<file path="config.mk">
export PLATFORM = sky130hd
export DESIGN_NAME = usbcs_regs
export DESIGN_NICKNAME = d
export VERILOG_FILES = /design/src/design/usbcs_pkg.sv /design/src/design/usbcs_regs.sv /design/src/design/usbcs_sync.sv
export SDC_FILE = /design/constraint.sdc
export NUM_CORES = 1
export LEC_CHECK = 0
export ABC_AREA = 1
export BUFFER_PORTS_ARGS = -buffer_cell sky130_fd_sc_hd__buf_2
export CORE_MARGIN = 2
export CORE_UTILIZATION = 54
export CTS_BUF_LIST = sky130_fd_sc_hd__clkbuf_16
export DETAILED_ROUTE_END_ITERATION = 16
export GPL_TIMING_DRIVEN = 0
export PLACE_DENSITY = 0.79
export SYNTH_ARGS = -nofsm -noshare
export SYNTH_HDL_FRONTEND = slang
export SYNTH_SLANG_ARGS = --single-unit
</file>
<file path="constraint.sdc">
create_clock -name clk -period 1.99 [get_ports clk]
set_clock_uncertainty 0.05 [all_clocks]
set_input_delay 0.199 -clock clk [delete_from_list [all_inputs] [get_ports clk]]
set_output_delay 0.199 -clock clk [all_outputs]
set_load 0.01 [all_outputs]
</file>
<file path="src/design/usbcs_pkg.sv">
package usbcs_pkg;
    localparam logic [7:0] ADDR_CONTROL   = 8'h05;
    localparam logic [7:0] ADDR_INT_EN    = 8'h06;
    localparam logic [7:0] ADDR_DEV_ADDR  = 8'h07;
    localparam logic [7:0] ADDR_INT_STAT  = 8'h0d;
    localparam logic [7:0] ADDR_DATA_SET  = 8'h0e;
    localparam logic [7:0] ADDR_FRAME_LO  = 8'h15;
    localparam logic [7:0] ADDR_FRAME_HI  = 8'h16;
    localparam logic [7:0] ADDR_DMA_LO    = 8'h35;
    localparam logic [7:0] ADDR_DMA_HI    = 8'h36;

    localparam int CTL_USB_EN   = 0;
    localparam int CTL_DMA_EN   = 1;
    localparam int CTL_DMA_DIR  = 2;
    localparam int CTL_FORCE_LO = 3;
    localparam int CTL_FORCE_HI = 4;
    localparam int CTL_SPEED    = 5;
    localparam int CTL_STBY     = 6;
    localparam int INT_DMA_BUSY = 7;
    localparam int EV_DMA_DONE  = 4;
    localparam int EV_SOF       = 5;
    localparam int EV_BUS_RESET = 6;

    localparam logic [7:0] CONTROL_RESET = 8'h00;
    localparam logic [7:0] CONTROL_WMASK = 8'h7f;
    localparam logic [6:0] EVENT_MASK    = 7'h7f;
    localparam logic [7:0] ZERO8         = 8'h00;

    typedef enum logic [1:0] {
        USBCS_FORCE_NORMAL,
        USBCS_FORCE_SE0,
        USBCS_FORCE_K,
        USBCS_FORCE_J
    } usbcs_force_t;
endpackage

</file>
<file path="src/design/usbcs_regs.sv">
`timescale 1ns/1ps
module usbcs_regs
    import usbcs_pkg::*;
(
    input  wire logic        clk,
    input  wire logic        resetn,
    // 8-bit host port, strobes active low, a0 low selects the pointer
    input  wire logic        csN,
    input  wire logic        rdN,
    input  wire logic        wrN,
    input  wire logic        a0,
    input  wire logic [7:0]  dataIn,
    output logic      [7:0]  dataOut,
    output logic             dataOeN,
    output logic             interrupt_request_out,
    // usb engine side, same clock
    input  wire logic [3:0]  epDone,
    input  wire logic        dmaDone,
    input  wire logic        sofReceived,
    input  wire logic [10:0] sofFrame,
    input  wire logic        busResetSeen,
    input  wire logic [3:0]  dataSetSel,
    input  wire logic        tokenValid,
    input  wire logic [6:0]  tokenAddr,
    input  wire logic [3:0]  tokenEndpoint,
    output logic             tokenAccept,
    output logic             transferEnable,
    output logic             dmaEnable,
    output logic             dmaReadDir,
    output logic             dmaStart,
    output logic      [15:0] dmaTotalCount,
    output logic      [1:0]  lineForce,
    output logic             bus_speed_select,
    output logic             transceiver_standby,
    output logic             suspendMode
);
    logic [2:0]  pinS;
    logic        csNs;
    logic        rdNs;
    logic        wrNs;
    logic        wrPrevQ;
    logic        rdPrevQ;
    logic        wrPulse;
    logic        rdPulse;
    logic [7:0]  pointerQ;
    logic [7:0]  controlQ;
    logic [6:0]  intEnQ;
    logic [6:0]  intStatQ;
    logic        dmaBusyQ;
    logic [7:0]  devAddrQ;
    logic [6:0]  frameLoQ;
    logic [3:0]  frameHiQ;
    logic [7:0]  dmaLoQ;
    logic [7:0]  dmaHiQ;
    logic [6:0]  events;
    logic [7:0]  readData;

    usbcs_sync #(.WIDTH(3)) strobeSync (
        .clk    (clk),
        .resetn (resetn),
        .din    ({csN, rdN, wrN}),
        .dout   (pinS)
    );
    assign csNs = pinS[2];
    assign rdNs = pinS[1];
    assign wrNs = pinS[0];

    function automatic logic isData(input logic sel);
        return sel;
    endfunction

    always_ff @(posedge clk) begin
        if (!resetn) begin
            wrPrevQ <= 1'b0;
            rdPrevQ <= 1'b0;
        end else begin
            wrPrevQ <= !csNs && !wrNs;
            rdPrevQ <= !csNs && !rdNs;
        end
    end
    // data and a0 are steady on the first cycle of the synchronised strobe
    assign wrPulse = !csNs && !wrNs && !wrPrevQ;
    assign rdPulse = !rdPrevQ && !csNs && !rdNs;

    always_ff @(posedge clk) begin
        if (!resetn) begin
            pointerQ <= ZERO8;
        end else if (wrPulse && !isData(a0)) begin
            pointerQ <= dataIn;
        end
    end

    always_ff @(posedge clk) begin
        if (!resetn) begin
            controlQ <= CONTROL_RESET;
        end else if (wrPulse && isData(a0) && pointerQ == ADDR_CONTROL) begin
            controlQ <= dataIn & CONTROL_WMASK;
        end
    end

    always_ff @(posedge clk) begin
        if (!resetn) begin
            intEnQ <= '0;
        end else if (wrPulse && isData(a0) && pointerQ == ADDR_INT_EN) begin
            intEnQ <= dataIn[6:0];
        end
    end

    always_ff @(posedge clk) begin
        if (!resetn) begin
            devAddrQ <= ZERO8;
        end else if (wrPulse && isData(a0) && pointerQ == ADDR_DEV_ADDR) begin
            devAddrQ <= dataIn;
        end
    end

    always_ff @(posedge clk) begin
        if (!resetn) begin
            dmaLoQ <= ZERO8;
            dmaHiQ <= ZERO8;
        end else if (wrPulse && isData(a0)) begin
            if (pointerQ == ADDR_DMA_LO) begin
                dmaLoQ <= dataIn;
            end
            if (pointerQ == ADDR_DMA_HI) begin
                dmaHiQ <= dataIn;
            end
        end
    end

    // dma starts only on a count high write with dma enabled
    always_ff @(posedge clk) begin
        if (!resetn) begin
            dmaStart <= 1'b0;
        end else begin
            dmaStart <= wrPulse && isData(a0) && pointerQ == ADDR_DMA_HI
                        && controlQ[CTL_DMA_EN];
        end
    end

    always_ff @(posedge clk) begin
        if (!resetn) begin
            dmaBusyQ <= 1'b0;
        end else if (dmaStart) begin
            dmaBusyQ <= 1'b1;
        end else if (dmaDone) begin
            dmaBusyQ <= 1'b0;
        end
    end

    assign events = {busResetSeen, sofReceived, dmaDone, epDone};

    // write one clears; a new event in the same cycle wins
    always_ff @(posedge clk) begin
        if (!resetn) begin
            intStatQ <= '0;
        end else if (wrPulse && isData(a0) && pointerQ == ADDR_INT_STAT) begin
            intStatQ <= (intStatQ & ~dataIn[6:0]) | events;
        end else begin
            intStatQ <= intStatQ | events;
        end
    end

    always_ff @(posedge clk) begin
        if (!resetn) begin
            frameLoQ <= '0;
            frameHiQ <= '0;
        end else if (sofReceived) begin
            frameLoQ <= sofFrame[6:0];
            frameHiQ <= sofFrame[10:7];
        end
    end

    always_comb begin
        readData = ZERO8;
        case (pointerQ)
            ADDR_CONTROL:  readData = controlQ;
            ADDR_INT_EN:   readData = {dmaBusyQ, intEnQ};
            ADDR_DEV_ADDR: readData = devAddrQ;
            ADDR_INT_STAT: readData = {dmaBusyQ, intStatQ};
            ADDR_DATA_SET: readData = {4'h0, dataSetSel};
            ADDR_FRAME_LO: readData = {frameLoQ, 1'b0};
            ADDR_FRAME_HI: readData = {frameHiQ, 4'h0};
            ADDR_DMA_LO:   readData = dmaLoQ;
            ADDR_DMA_HI:   readData = dmaHiQ;
            default:       readData = ZERO8;
        endcase
    end

    always_ff @(posedge clk) begin
        if (!resetn) begin
            dataOut <= ZERO8;
        end else if (rdPulse && isData(a0)) begin
            dataOut <= readData;
        end
    end

    assign dataOeN = !(!csNs && !rdNs && isData(a0));

    always_ff @(posedge clk) begin
        if (!resetn) begin
            interrupt_request_out <= 1'b0;
        end else begin
            interrupt_request_out <= |(intStatQ & intEnQ & EVENT_MASK);
        end
    end

    // endpoint three is served only while dma is enabled
    always_comb begin
        tokenAccept = tokenValid && controlQ[CTL_USB_EN]
                      && tokenAddr == devAddrQ[6:0];
        if (tokenEndpoint == 4'h3 && !controlQ[CTL_DMA_EN]) begin
            tokenAccept = 1'b0;
        end
    end

    assign transferEnable      = controlQ[CTL_USB_EN];
    assign dmaEnable           = controlQ[CTL_DMA_EN];
    assign dmaReadDir          = controlQ[CTL_DMA_DIR];
    assign dmaTotalCount       = {dmaHiQ, dmaLoQ};
    assign lineForce           = {controlQ[CTL_FORCE_LO], controlQ[CTL_FORCE_HI]};
    assign bus_speed_select    = controlQ[CTL_SPEED];
    assign transceiver_standby = controlQ[CTL_STBY];
    assign suspendMode         = controlQ[CTL_STBY] && !controlQ[CTL_USB_EN];
endmodule // usbcs_regs

</file>
<file path="src/design/usbcs_sync.sv">
`timescale 1ns/1ps
module usbcs_sync #(
    parameter int WIDTH = 1
) (
    input  wire logic             clk,
    input  wire logic             resetn,
    input  wire logic [WIDTH-1:0] din,
    output logic      [WIDTH-1:0] dout
);
    logic [WIDTH-1:0] s1Q;
    logic [WIDTH-1:0] s2Q;
    logic [WIDTH-1:0] s3Q;

    // three stages; a change is taken once stages two and three agree
    // reset to the idle high level of the active-low strobes, so no false strobe follows reset
    always_ff @(posedge clk) begin
        if (!resetn) begin
            s1Q  <= '1;
            s2Q  <= '1;
            s3Q  <= '1;
            dout <= '1;
        end else begin
            s1Q <= din;
            s2Q <= s1Q;
            s3Q <= s2Q;
            for (int i = 0; i < WIDTH; i++) begin
                if (s2Q[i] == s3Q[i]) begin
                    dout[i] <= s3Q[i];
                end
            end
        end
    end
endmodule // usbcs_sync

</file>
; ---- Yosys cells after proc, flatten, opt, wreduce, memory -nomap -nowiden
; Index checks and enable logic that the tools add are counted.
[word_totals]
inputBits = 48
regBits = 89
output_inout_bits = 36
wordCells = 77
[classes]
eq_ne = 14
reduce_logical = 32
muxes = 5
bitwise_logic = 5
[op_table]
columns = cell, count
row1 = case mux 8 bit (9 select lines), 1
row2 = == test 8 x 3 -> 1 bit (second input constant), 3
row3 = logical AND 1 bit, 19
row4 = == test 8 x 4 -> 1 bit (second input constant), 2
row5 = == test 8 x 5 -> 1 bit (second input constant), 2
row6 = == test 8 x 6 -> 1 bit (second input constant), 2
row7 = bitwise AND 7 bit, 2
row8 = OR 7 bit, 2
row9 = zero test 1 bit, 9
row10 = == test 7 bit, 1
row11 = two-way mux 7 bit, 1
row12 = inverter 7 bit, 1
row13 = OR reduction 7 bit, 1
row14 = == test 4 x 2 -> 1 bit (second input constant), 1
row15 = AND reduction 2 bit, 2
row16 = == test 1 bit, 3
row17 = two-way mux 1 bit, 3
row18 = nonzero test 2 bit, 1

; ---- Longest topological paths before layout
; Gate-level depths: netlist (run 1).
[logic_depth]
ltp_word = 6
mapped_depth = 11

; ---- Modules after synthesis
; Synthesis (run 1) repeated with hierarchy kept, for this count alone.
[unflattened]
cells_unflattened = 543
hier_area_um2 = 3935.0
[modules_own_cells]
columns = module, seq_area_each_um2, n_inst, cells_per_inst, area_per_inst_um2
row1 = usbcs_regs, 1541.5, 1, 491, 3534.6
row2 = usbcs_sync, 240.2, 1, 52, 400.4

; ---- Worst setup path before layout (run 1)
; OpenSTA, ideal clock, no wires.
[synth_path]
path_kind = register to register
from = reg pointerQ[1]
to = reg intStatQ[3]
arrival_ns = 1.192
setup_ns = 0.132
path_stages_with_launch = 8
setup_slack_ns = 0.616
path_buffers = 0
t_required_ns = 1.808
cell_sequence = dfxtp_1 > inv_1 > nand2_1 > nor2_2 > nand2_1 > or2_4 > o21ai_1 > a21oi_1
[synth_via]
elab_chain_len = 3
[synth_rtl]
columns = element, line_no
row1 = from (decl), usbcs_regs.sv:45  ; logic [7:0] pointerQ;
row2 = from (signal assigned), usbcs_regs.sv:89  ; pointerQ <= dataIn;
row3 = == test 8 x 4 -> 1 bit, usbcs_regs.sv:157  ; end else if (wrPulse && isData(a0) && pointerQ == ADDR_INT_STAT) begin
row4 = logical AND 1 bit, usbcs_regs.sv:157
row5 = two-way mux 7 bit, usbcs_regs.sv:157
row6 = to (signal assigned), usbcs_regs.sv:158  ; intStatQ <= (intStatQ & ~dataIn[6:0]) | events;
row7 = to (signal assigned), usbcs_regs.sv:160  ; intStatQ <= intStatQ | events;
row8 = to (decl), usbcs_regs.sv:48  ; logic [6:0] intStatQ;
; No other way between the ends.
; A chain may end at the register's enable or synchronous reset.

; ---- Worst setup path in the final report (run 1)
[layout_path]
from = reg pointerQ[1]
to = reg intStatQ[0]
; Same word-level chain as after synthesis.

==> results of run 1 <==
cells in the final DEF (no fill, tap or decap), types with 2 or more instances in the layout:
cell,Yosys,routed
dfxtp_1,89,89
buf_2,3,86
nand2_1,70,70
a21oi_1,64,64
nand3_1,61,61
nor2_1,53,53
o21ai_0,45,45
inv_1,23,23
o21ai_1,16,16
nor2_4,10,10
clkbuf_1,10,10
or2_2,9,9
clkbuf_16,0,9
xnor2_1,7,7
buf_6,7,7
inv_2,6,6
nand2_2,6,6
buf_4,6,6
nor3_1,4,4
inv_6,0,4
nor2_2,3,3
o21ai_2,3,3
a21oi_2,3,3
dlygate4sd3_1,0,3
nor4_1,2,2
synth_stat cells (2+ instances only):
master     n  share of area (%)
o21ai_1   16                2.1
nor2_2     3               0.48
xnor2_1    7                1.6
dfxtp_1   89                 46
clkbuf_1  10               0.97
o21ai_0   45                5.8
buf_4      6                1.2
nor3_1     4               0.51
nor2_1    53                5.1
buf_6      7                2.0
a21oi_1   64                8.2
buf_2      3               0.39
nand2_1   70                6.8
a21oi_2    3               0.68
nor2_4    10                2.9
inv_1     23                2.2
nand2_2    6               0.97
nor4_1     2               0.32
inv_2      6               0.58
o21ai_2    3               0.68
or2_2      9                1.4
nand3_1   61                7.9
cells by family after synthesis:
group,after synthesis
AOI/OAI and AO/OA,133
DFF,89
and+or+nand+nor,222
buffers and inverters,55
xor gates and xnor gates,7
metrics by stage:
step	hold WS [ps]	instances	instance area (um2)	worst slack, ps
after CTS	26.6	704	4760	284
after global placement	336	685	4420	410
after detailed placement	337	685	4420	293
final	29.3	704	4760	254
after floorplan	256	506	3890	616
after global routing	35.1	704	4760	218
registers in the layout (all words and copies together), names as in the netlist:
signal,flops
controlQ,7
dmaStart,1
dmaLoQ,8
dataOut,8
strobeSync.dout,3
intStatQ,7
dmaHiQ,8
intEnQ,7
devAddrQ,8
frameHiQ,4
interrupt_request_out,1
strobeSync.s3Q,3
frameLoQ,7
wrPrevQ,1
rdPrevQ,1
strobeSync.s2Q,3
dmaBusyQ,1
strobeSync.s1Q,3
pointerQ,8
worst max-delay path, delay by kind of cell, from the launching register on:
| family | cells | cell delay (ps) |
|---|---|---|
| AO/OA/AOI/OAI | 2 | 230 |
| buffers and inverters | 1 | 90 |
| flip-flops | 1 | 320 |
| AND/OR/NAND/NOR | 4 | 900 |
layer usage:
| layer | track usage, % | vias up |
|---|---|---|
| met5 | 0 | - |
| met4 | 9.09 | 0 |
| met3 | 7.37 | 33 |
| met2 | 47.9 | 222 |
| met1 | 42.6 | 1812 |
| li1 | - | 1892 |
cell type report:
type	count	share of cell area (%)
Clock buffer	9	4.73
Clock inverter	7	1.71
Timing Repair Buffer	86	9.36
Inverter	29	2.29
Tap cell	96	2.52
Multi-Input combinational cell	362	38.3
Sequential cell	89	37.4
Buffer	26	3.71
final timing paths:
| kind | start | cells after the start | to |
|---|---|---|---|
| setup / recovery | pointerQ[1] | 7 | intStatQ[0] |
| hold / removal | sofFrame[5] | 3 | frameLoQ[5] |
| setup reg to reg | pointerQ[1] | 7 | intStatQ[0] |
| hold reg to reg | strobeSync.s1Q[2] | 1 | strobeSync.s2Q[2] |
timing repair:
item | CTS | global route
buffers inserted | 0 | 0
hold buffers | 3 | 0
endpoints found under the hold margin | 3 | 0
power groups by stage:
stage	combinational [W]	sequential (W)	clock [W]
after detailed placement	0.000169	0.00187	0
after CTS	0.000174	0.00183	0.00176
final	0.000176	0.00183	0.00175
after floorplan	0.0000802	0.00187	0
after global routing	0.000194	0.00184	0.00184
after global placement	0.000164	0.00187	0
==> flow_metrics.tcl, run 1 <==
set metrics [dict create \
    cts_tree "yes" \
    met1_length_um 4920 \
    highest_layer "met4" \
    worst_ep_required_time_ps 2140 \
    drcViolationCount 0 \
    final_max_slew_viol_count 0 \
    netSwitchingFraction_pct 23.2 \
    synth_mux_area_share_pct 0 \
    wl_um 11700 \
    insertion_delay_ps 340 \
    setup_violations 0 \
    finalCoreUtilization_pct 69.3 \
    clock_power_share_pct 46.5 \
    cts-root-buf "clkbuf_16" \
    irDropWorstVdd_mv 0.542 \
    drt-pass1-iter-count 7 \
    rsz0062_at_grt "false" \
    layout_worst_path_cycle_share_pct 87.3 \
    cts_max_level 3 \
    grt_pass1_wl_um 18200 \
    clkSinkCount 89 \
    rows 30 \
    crit_fanout 8 \
    synth-edff-count 0 \
    hp-class "input pin to flop" \
    synth_xor_area_share_pct 1.58 \
    ys_ff_latch 89 \
    ff2ff_setup_slack_ps 250 \
    initial_core_util_pct 56.6 \
    syn_nets 554 \
    cpMostUsedCell "nand2_1" \
    portBuffers 83 \
    yosysSeqAreaShare_pct 45.8 \
    dp_hpwl_um 8500 \
    clock.fmax_mhz 576 \
    overflow 0 \
    synth_top_family_by_area "simple AND/OR/NAND/NOR gates" \
    hold_violations 0 \
    drive_above_1_share_pct 25.8 \
    async_flop_share_pct 0 \
    slew_headroom_pct 58.4 \
    cts.clk_slew.worst_paths_ps 70 \
    p_seq_share_pct 48.8 \
    synth_compound_area_share_pct 17.9 \
    antenna_found_initial 0 \
    cts_buffer_depth 2 \
    p_leak_nw 2.11 \
    n_fill_cell 596 \
    p_comb_share_pct 4.7 \
    tightest_slew_ps 624 \
    syn_area_um2 3890 \
    wl_per_cell_um 16.6 \
    cts_buffers 9 \
    cp_slowest_cell "nor2_2" \
    nets 651 \
    cap_violations 0 \
    antenna_cells 0 \
    routed-wl-met2_um 5380 \
    io_pins 84 \
    setup_tns_ps 0 \
    status "finished, final reports clean" \
    drt_iter0_drc 318 \
    ctsResizeCount 0 \
    synthFlopType "dfxtp_1" \
    internal_power_w 0.00288 \
    yosysWarningCount 0 \
    critical_path_class "flop to flop" \
    crit_chain "inv_1, nand2_1, nor2_2, nand2_1, or2_4, o21ai_1, a21oi_1" \
    min_period_ps 1740 \
    grt_max_degree 18 \
    drtAntennaViolNets 0 \
    avgSynthCellArea_um2 7.69 \
    syn_to_final_growth_pct 22.4 \
    power_switching_w 0.000873 \
    gp_congestion 0.976 \
    seq_area_um2 1780 \
    num_vias 3959 \
    core_um2 6870 \
    synthAdderAreaFrac_pct 0 \
    crit_arrival_ps 1890 \
    slowest_delay_ps 360 \
    cp-start-kind "flop" \
    die_w_um 88.9 \
    multi_input_area_um2 1820 \
    synth_simple_gate_area_share_pct 27.4 \
    power.density_nw_per_um2 789 \
    total_power_w 0.00376 \
    critPathCaptureType "flop" \
    dieArea_um2 7900 \
    ys_types 28 \
    die_h_um 88.9 \
    vias_per_cell 5.62 \
    grt_pass1_vias 3590 \
    grt_usage_pct 30.8 \
    dr_wl_met3_um 1120 \
    postSynthCellCount 506 \
]
Note: power is estimated with default switching activity, not from simulation.
==> run 2, diff against run 1 <==
Settings changed: CORE_ASPECT_RATIO from default to 2.
==> run 2 against run 1 <==
- sequential share of layout area grew 0.069 points
- non-clock buffer count is the same
- die area grew 0.52%
- critical path depth grew 2
==> flow_metrics.tcl, run 2 (same netlist as run 1, synthesis figures left out) <==
set metrics [dict create \
    crit_chain "nand2_1, nor2_4, buf_4, nand3_1, nand2_1, nor2_1, nand2_1, nand2_1, a21oi_1" \
    drt_iter0_drc 341 \
    irDropWorstVdd_mv 0.627 \
    dr_wl_met3_um 653 \
    status "finished, final reports clean" \
    drcViolationCount 0 \
    instances_no_fill 698 \
    num_vias 3877 \
    cts_buffer_depth 2 \
    drive_above_1_share_pct 25.8 \
    cap_violations 0 \
    cts_buffers 9 \
    antenna_cells 0 \
    grt_pass1_vias 3726 \
    clkSinkCount 89 \
    portBuffers 83 \
    routed-wl-met2_um 6290 \
    die_h_um 124 \
    syn_to_final_growth_pct 22.2 \
    critPathTopFamily "simple AND/OR/NAND/NOR gates" \
    layout_worst_path_cycle_share_pct 84.4 \
    postCtsSetupBuffers 0 \
    power.density_nw_per_um2 788 \
    final_max_slew_viol_count 0 \
    critical_path_class "flop to flop" \
    total_power_w 0.00374 \
    crit_cells 9 \
    cpMostUsedCell "nand2_1" \
    initial_core_util_pct 56.0 \
    setup_tns_ps 0 \
    overflow 0 \
    drtAntennaViolNets 0 \
    antenna_found_initial 0 \
    core_um2 6940 \
    min_period_ps 1680 \
    rsz0062_at_grt "false" \
    postPlaceCellArea_um2 4420 \
    cts-root-buf "clkbuf_16" \
    p_leak_nw 2.10 \
    die_w_um 64.0 \
    dp_hpwl_um 8920 \
    insertion_delay_ps 350 \
    cp_slowest_cell "dfxtp_1" \
    drt-pass1-iter-count 5 \
    dieArea_um2 7940 \
    grt_max_degree 17 \
    design_area_um2 4750 \
    clock.fmax_mhz 595 \
    vias_per_cell 5.55 \
    gp_congestion 0.970 \
    tightest_slew_ps 529 \
    grt_pass1_wl_um 18400 \
    critPathCaptureType "flop" \
    cts_max_level 3 \
    rows 43 \
    io_pins 84 \
    nets 651 \
    met1_length_um 4320 \
    grt_usage_pct 31.2 \
    r2r-start "pointerQ[4]" \
    cp-startpoint "pointerQ[4]" \
    endpoint "dataOut[0]" \
    r2r_cells 9 \
    slowest_delay_ps 370 \
    crit_fanout 10 \
    worst_ep_required_time_ps 2210 \
    highest_layer "met4" \
    cp-start-kind "flop" \
    dp_cells 679 \
    layout_common_cells "dfxtp_1, buf_2, nand2_1" \
    hold_violations 0 \
    slew_headroom_pct 64.8 \
    whs_ps 25.6 \
    wl_per_cell_um 17.0 \
    crit_arrival_ps 1900 \
    critPathBufInv 1 \
    cts_tree "yes" \
    cts.clk_slew.worst_paths_ps 70 \
    n_fill_cell 623 \
    wl_um 11900 \
    ff2ff_setup_slack_ps 310 \
    r2r_end "dataOut[0]" \
    layout_commonest_cell "dfxtp_1" \
    setup_violations 0 \
    hp-class "input pin to flop" \
]
==> run 2: changes by cell type in the layout (fill, tap and decap cells not counted) <==
cell	previous run	this run
inv_8	1	0
inv_6	4	1
clkinv_4	0	3
clkinvlp_4	0	2
clkinv_2	1	0
==> run 2: worst min path at each step <==
stage / from / end / slack [ps] / depth (start not counted)
after floorplan: wrN / strobeSync.s1Q[0] / 260 / 1
after global placement: wrN / strobeSync.s1Q[0] / 340 / 2
after detailed placement: wrN / strobeSync.s1Q[0] / 340 / 2
after CTS: sofFrame[5] / frameLoQ[5] / 30 / 3
after global routing: sofFrame[10] / frameHiQ[3] / 40 / 3
final: sofFrame[5] / frameLoQ[5] / 30 / 3
==> run 2: cell type report <==
cell class	instances	area (um2)	area share, %
Inverter	29	109	2.29
Multi-Input combinational cell	362	1820	38.3
Clock inverter	7	80.1	1.69
Buffer	26	176	3.71
Clock buffer	9	225	4.74
Timing Repair Buffer	86	445	9.37
Sequential cell	89	1780	37.5
Tap cell	90	113	2.37
==> run 2: metal layers <==
layer  up-vias  global-route usage [%]
li1       1890                       -
met1      1780                    32.0
met2       171                    56.4
met3        36                    4.70
met4         0                    22.4
met5         -                       0
==> run 2: stage by stage <==
stage          setup WS, ps  utilization, %
2_1_floorplan           616               -
3_3_place_gp            401            63.6
3_5_place_dp            346            63.6
4_1_cts                 298            68.5
5_1_grt                 221            68.5
6_report                311            68.5
==> run 2: timing repair <==
item	CTS	global route
hold buffers	3	0
resized for setup	0	0
hold endpoints to repair	3	0
==> run 2: tightest hold or removal path, cell delays in order <==
cell and delay [ps]:
buf_2 70, nor2_1 30, nor2_1 80
==> run 2: power by group <==
| group | leakage (nW) | switching [W] | internal, W |
|---|---|---|---|
| combinational | 1.23 | 0.000103 | 0.0000710 |
| sequential | 0.724 | 0.0000225 | 0.00181 |
| clock | 0.142 | 0.000749 | 0.000984 |
==> run 3, diff against run 2 <==
Settings changed: ABC_AREA 1 to 0.
Clock period 1.99 ns to 1.7 ns, I/O delays scaled along.
==> run 3 against run 2 <==
- the flow now finishes with violations (negative setup slack)
- setup slack got worse by 710 ps
- maximum frequency shrank 20%
- sequential power rose by 16%
- cell count is 0.14% lower
- via count grew 14%
==> flow_metrics.tcl, run 3 <==
set metrics [dict create \
    status "complete, but fails checks" \
    violations "negative setup slack" \
    tightest_slew_ps 777 \
    total_power_w 0.00461 \
    met3_usage_pct 7.73 \
    setup_violations 44 \
    ys_types 49 \
    rsz0062_at_grt "true" \
    setup_slack_ps -402 \
    grt_util_met2_pct 56.4 \
    die_w_um 64.8 \
    wl_um 16800 \
    post-synth-top-count-cell "dfxtp_1" \
    slew_headroom_pct 48.2 \
    layout_worst_path_cycle_share_pct 124 \
    wl_per_cell_um 24.2 \
    hp-class "input pin to flop" \
    busiest_layer "met2" \
    drtAntennaViolNets 0 \
    layout_commonest_cell "buf_2" \
    cts_buffers 9 \
    drcViolationCount 0 \
    cts_tree "yes" \
    grt_usage_pct 34.8 \
    rows 44 \
    num_vias 4429 \
    avgSynthCellArea_um2 8.96 \
    r2r_cells 8 \
    ys_ff_latch 89 \
    globalRouteMet1Util_pct 36.3 \
    dp_cells 620 \
    synth_top_area_cell "dfxtp_1" \
    worst_ep_required_time_ps 1930 \
    syn_nets 493 \
    gp_congestion 1.03 \
    cap_violations 0 \
    grt_max_degree 17 \
    initial_core_util_pct 55.3 \
    min_period_ps 2100 \
    dieArea_um2 8130 \
    cts_max_level 3 \
    power.density_nw_per_um2 757 \
    hold_depth 3 \
    cp-start-kind "flop" \
    io_pins 84 \
    layout_common_cells "buf_2, dfxtp_1, nor2_1" \
    insertion_delay_ps 350 \
    die_h_um 126 \
    drt-pass1-iter-count 7 \
    overflow 0 \
    syn_to_final_growth_pct 52.6 \
    vias_per_cell 6.35 \
    drive_above_1_share_pct 44.5 \
    dp_hpwl_um 9420 \
    synth_area_leaders "dfxtp_1, mux2i_1, nor2_1" \
    crit_fanout 5 \
    drt_iter0_drc 556 \
    cts_buffer_depth 2 \
    final_max_slew_viol_count 0 \
    cts.clk_slew.worst_paths_ps 70 \
    syn_area_um2 3990 \
    grt_pass1_wl_um 21000 \
    async_flop_share_pct 0 \
    critical_path_class "flop to flop" \
    netlist.area_leader.share_pct 44.7 \
    cts-root-buf "clkbuf_16" \
    hold_violations 0 \
    portBuffers 83 \
    instances_no_fill 697 \
    antenna_cells 0 \
    critPathCaptureType "flop" \
    irDropWorstVdd_mv 0.870 \
    core_um2 7210 \
    grt_pass1_vias 4034 \
    pre_cts_slack_ps -506 \
    nets 648 \
    p_leak_nw 2.50 \
    crit_arrival_ps 2330 \
    antenna_found_initial 0 \
    clock.fmax_mhz 476 \
    yosysSeqAreaShare_pct 44.7 \
    postSynthCellCount 445 \
    yosys-top-cells-count "dfxtp_1, nor2_1, mux2i_1, nand2_1, a21oi_1" \
    synth-edff-count 0 \
    synthFlopType "dfxtp_1" \
    yosysWarningCount 0 \
    clkSinkCount 89 \
]
## run 3: worst paths after layout
check	from	slack (ps)	to
max	pointerQ[1]	-400	dataOut[4]
min	sofFrame[2]	9	frameLoQ[2]
max reg2reg	pointerQ[1]	-400	dataOut[4]
min reg2reg	strobeSync.s1Q[1]	360	strobeSync.s2Q[1]
## run 3: layout make-up
| type | instances | area, um2 |
|---|---|---|
| multi-input cells | 322 | 2520 |
| plain buffers | 29 | 258 |
| repair buffers | 146 | 1050 |
| clock inverters | 7 | 101 |
| clock buffers | 9 | 225 |
| fillers | 388 | 1130 |
| flip-flops and latches | 89 | 1810 |
| inverters | 3 | 11.3 |
| well taps | 92 | 115 |
## run 3: cell families (layout without fill, tap and decap cells)
kind of cell / Yosys count / after routing / synth area share, %
and+or+nand+nor: 174 / 174 / 21.7
DFF: 89 / 89 / 44.7
AOI/OAI and AO/OA: 84 / 84 / 13.8
muxes: 56 / 56 / 14.4
buffers and inverters: 34 / 194 / 3.70
xor gates and xnor gates: 8 / 8 / 1.76
## run 3: repair_timing
| item | CTS | global route |
|---|---|---|
| hold buffers | 7 | 0 |
| hold endpoints to repair | 7 | 0 |
| setup buffers | 26 | 26 |
| gates cloned | 3 | 1 |
| setup endpoints to repair | 53 | 62 |
| resized for setup | 75 | 96 |
| pin swaps | 18 | 46 |
## run 3: stage by stage
stage	area (um2)	utilization, %	setup TNS (ps)	hold WS [ps]
5_1_grt	6080	84.4	-8290	4.84
3_3_place_gp	4550	63.2	-11880	307
4_1_cts	5430	75.2	-7900	10.5
3_5_place_dp	4550	63.2	-13170	316
6_report	6080	84.4	-6470	8.88
2_1_floorplan	4020	-	-1160	193
## run 3: layer usage
metal / wire (um) / share of wire [%]
met1: 5640 / 33
met2: 8200 / 49
met3: 1460 / 8.7
met4: 1540 / 9.1
met5: 0 / 0
## run 3: critical path: stages (launching register included)
cell and delay [ps]:
dfxtp_4 390, buf_8 150, nor2b_4 160, buf_6 150
buf_4 120, a22oi_1 90, nor3_1 590, o31ai_1 150
a21oi_1 170
## run 3: power by group
| group | switching (W) | internal (W) | leakage [nW] |
|---|---|---|---|
| registers | 0.0000291 | 0.00211 | 0.728 |
| logic | 0.000147 | 0.0000997 | 1.62 |
| clock network | 0.000917 | 0.00131 | 0.158 |
| total | 0.00109 | 0.00352 | 2.50 |
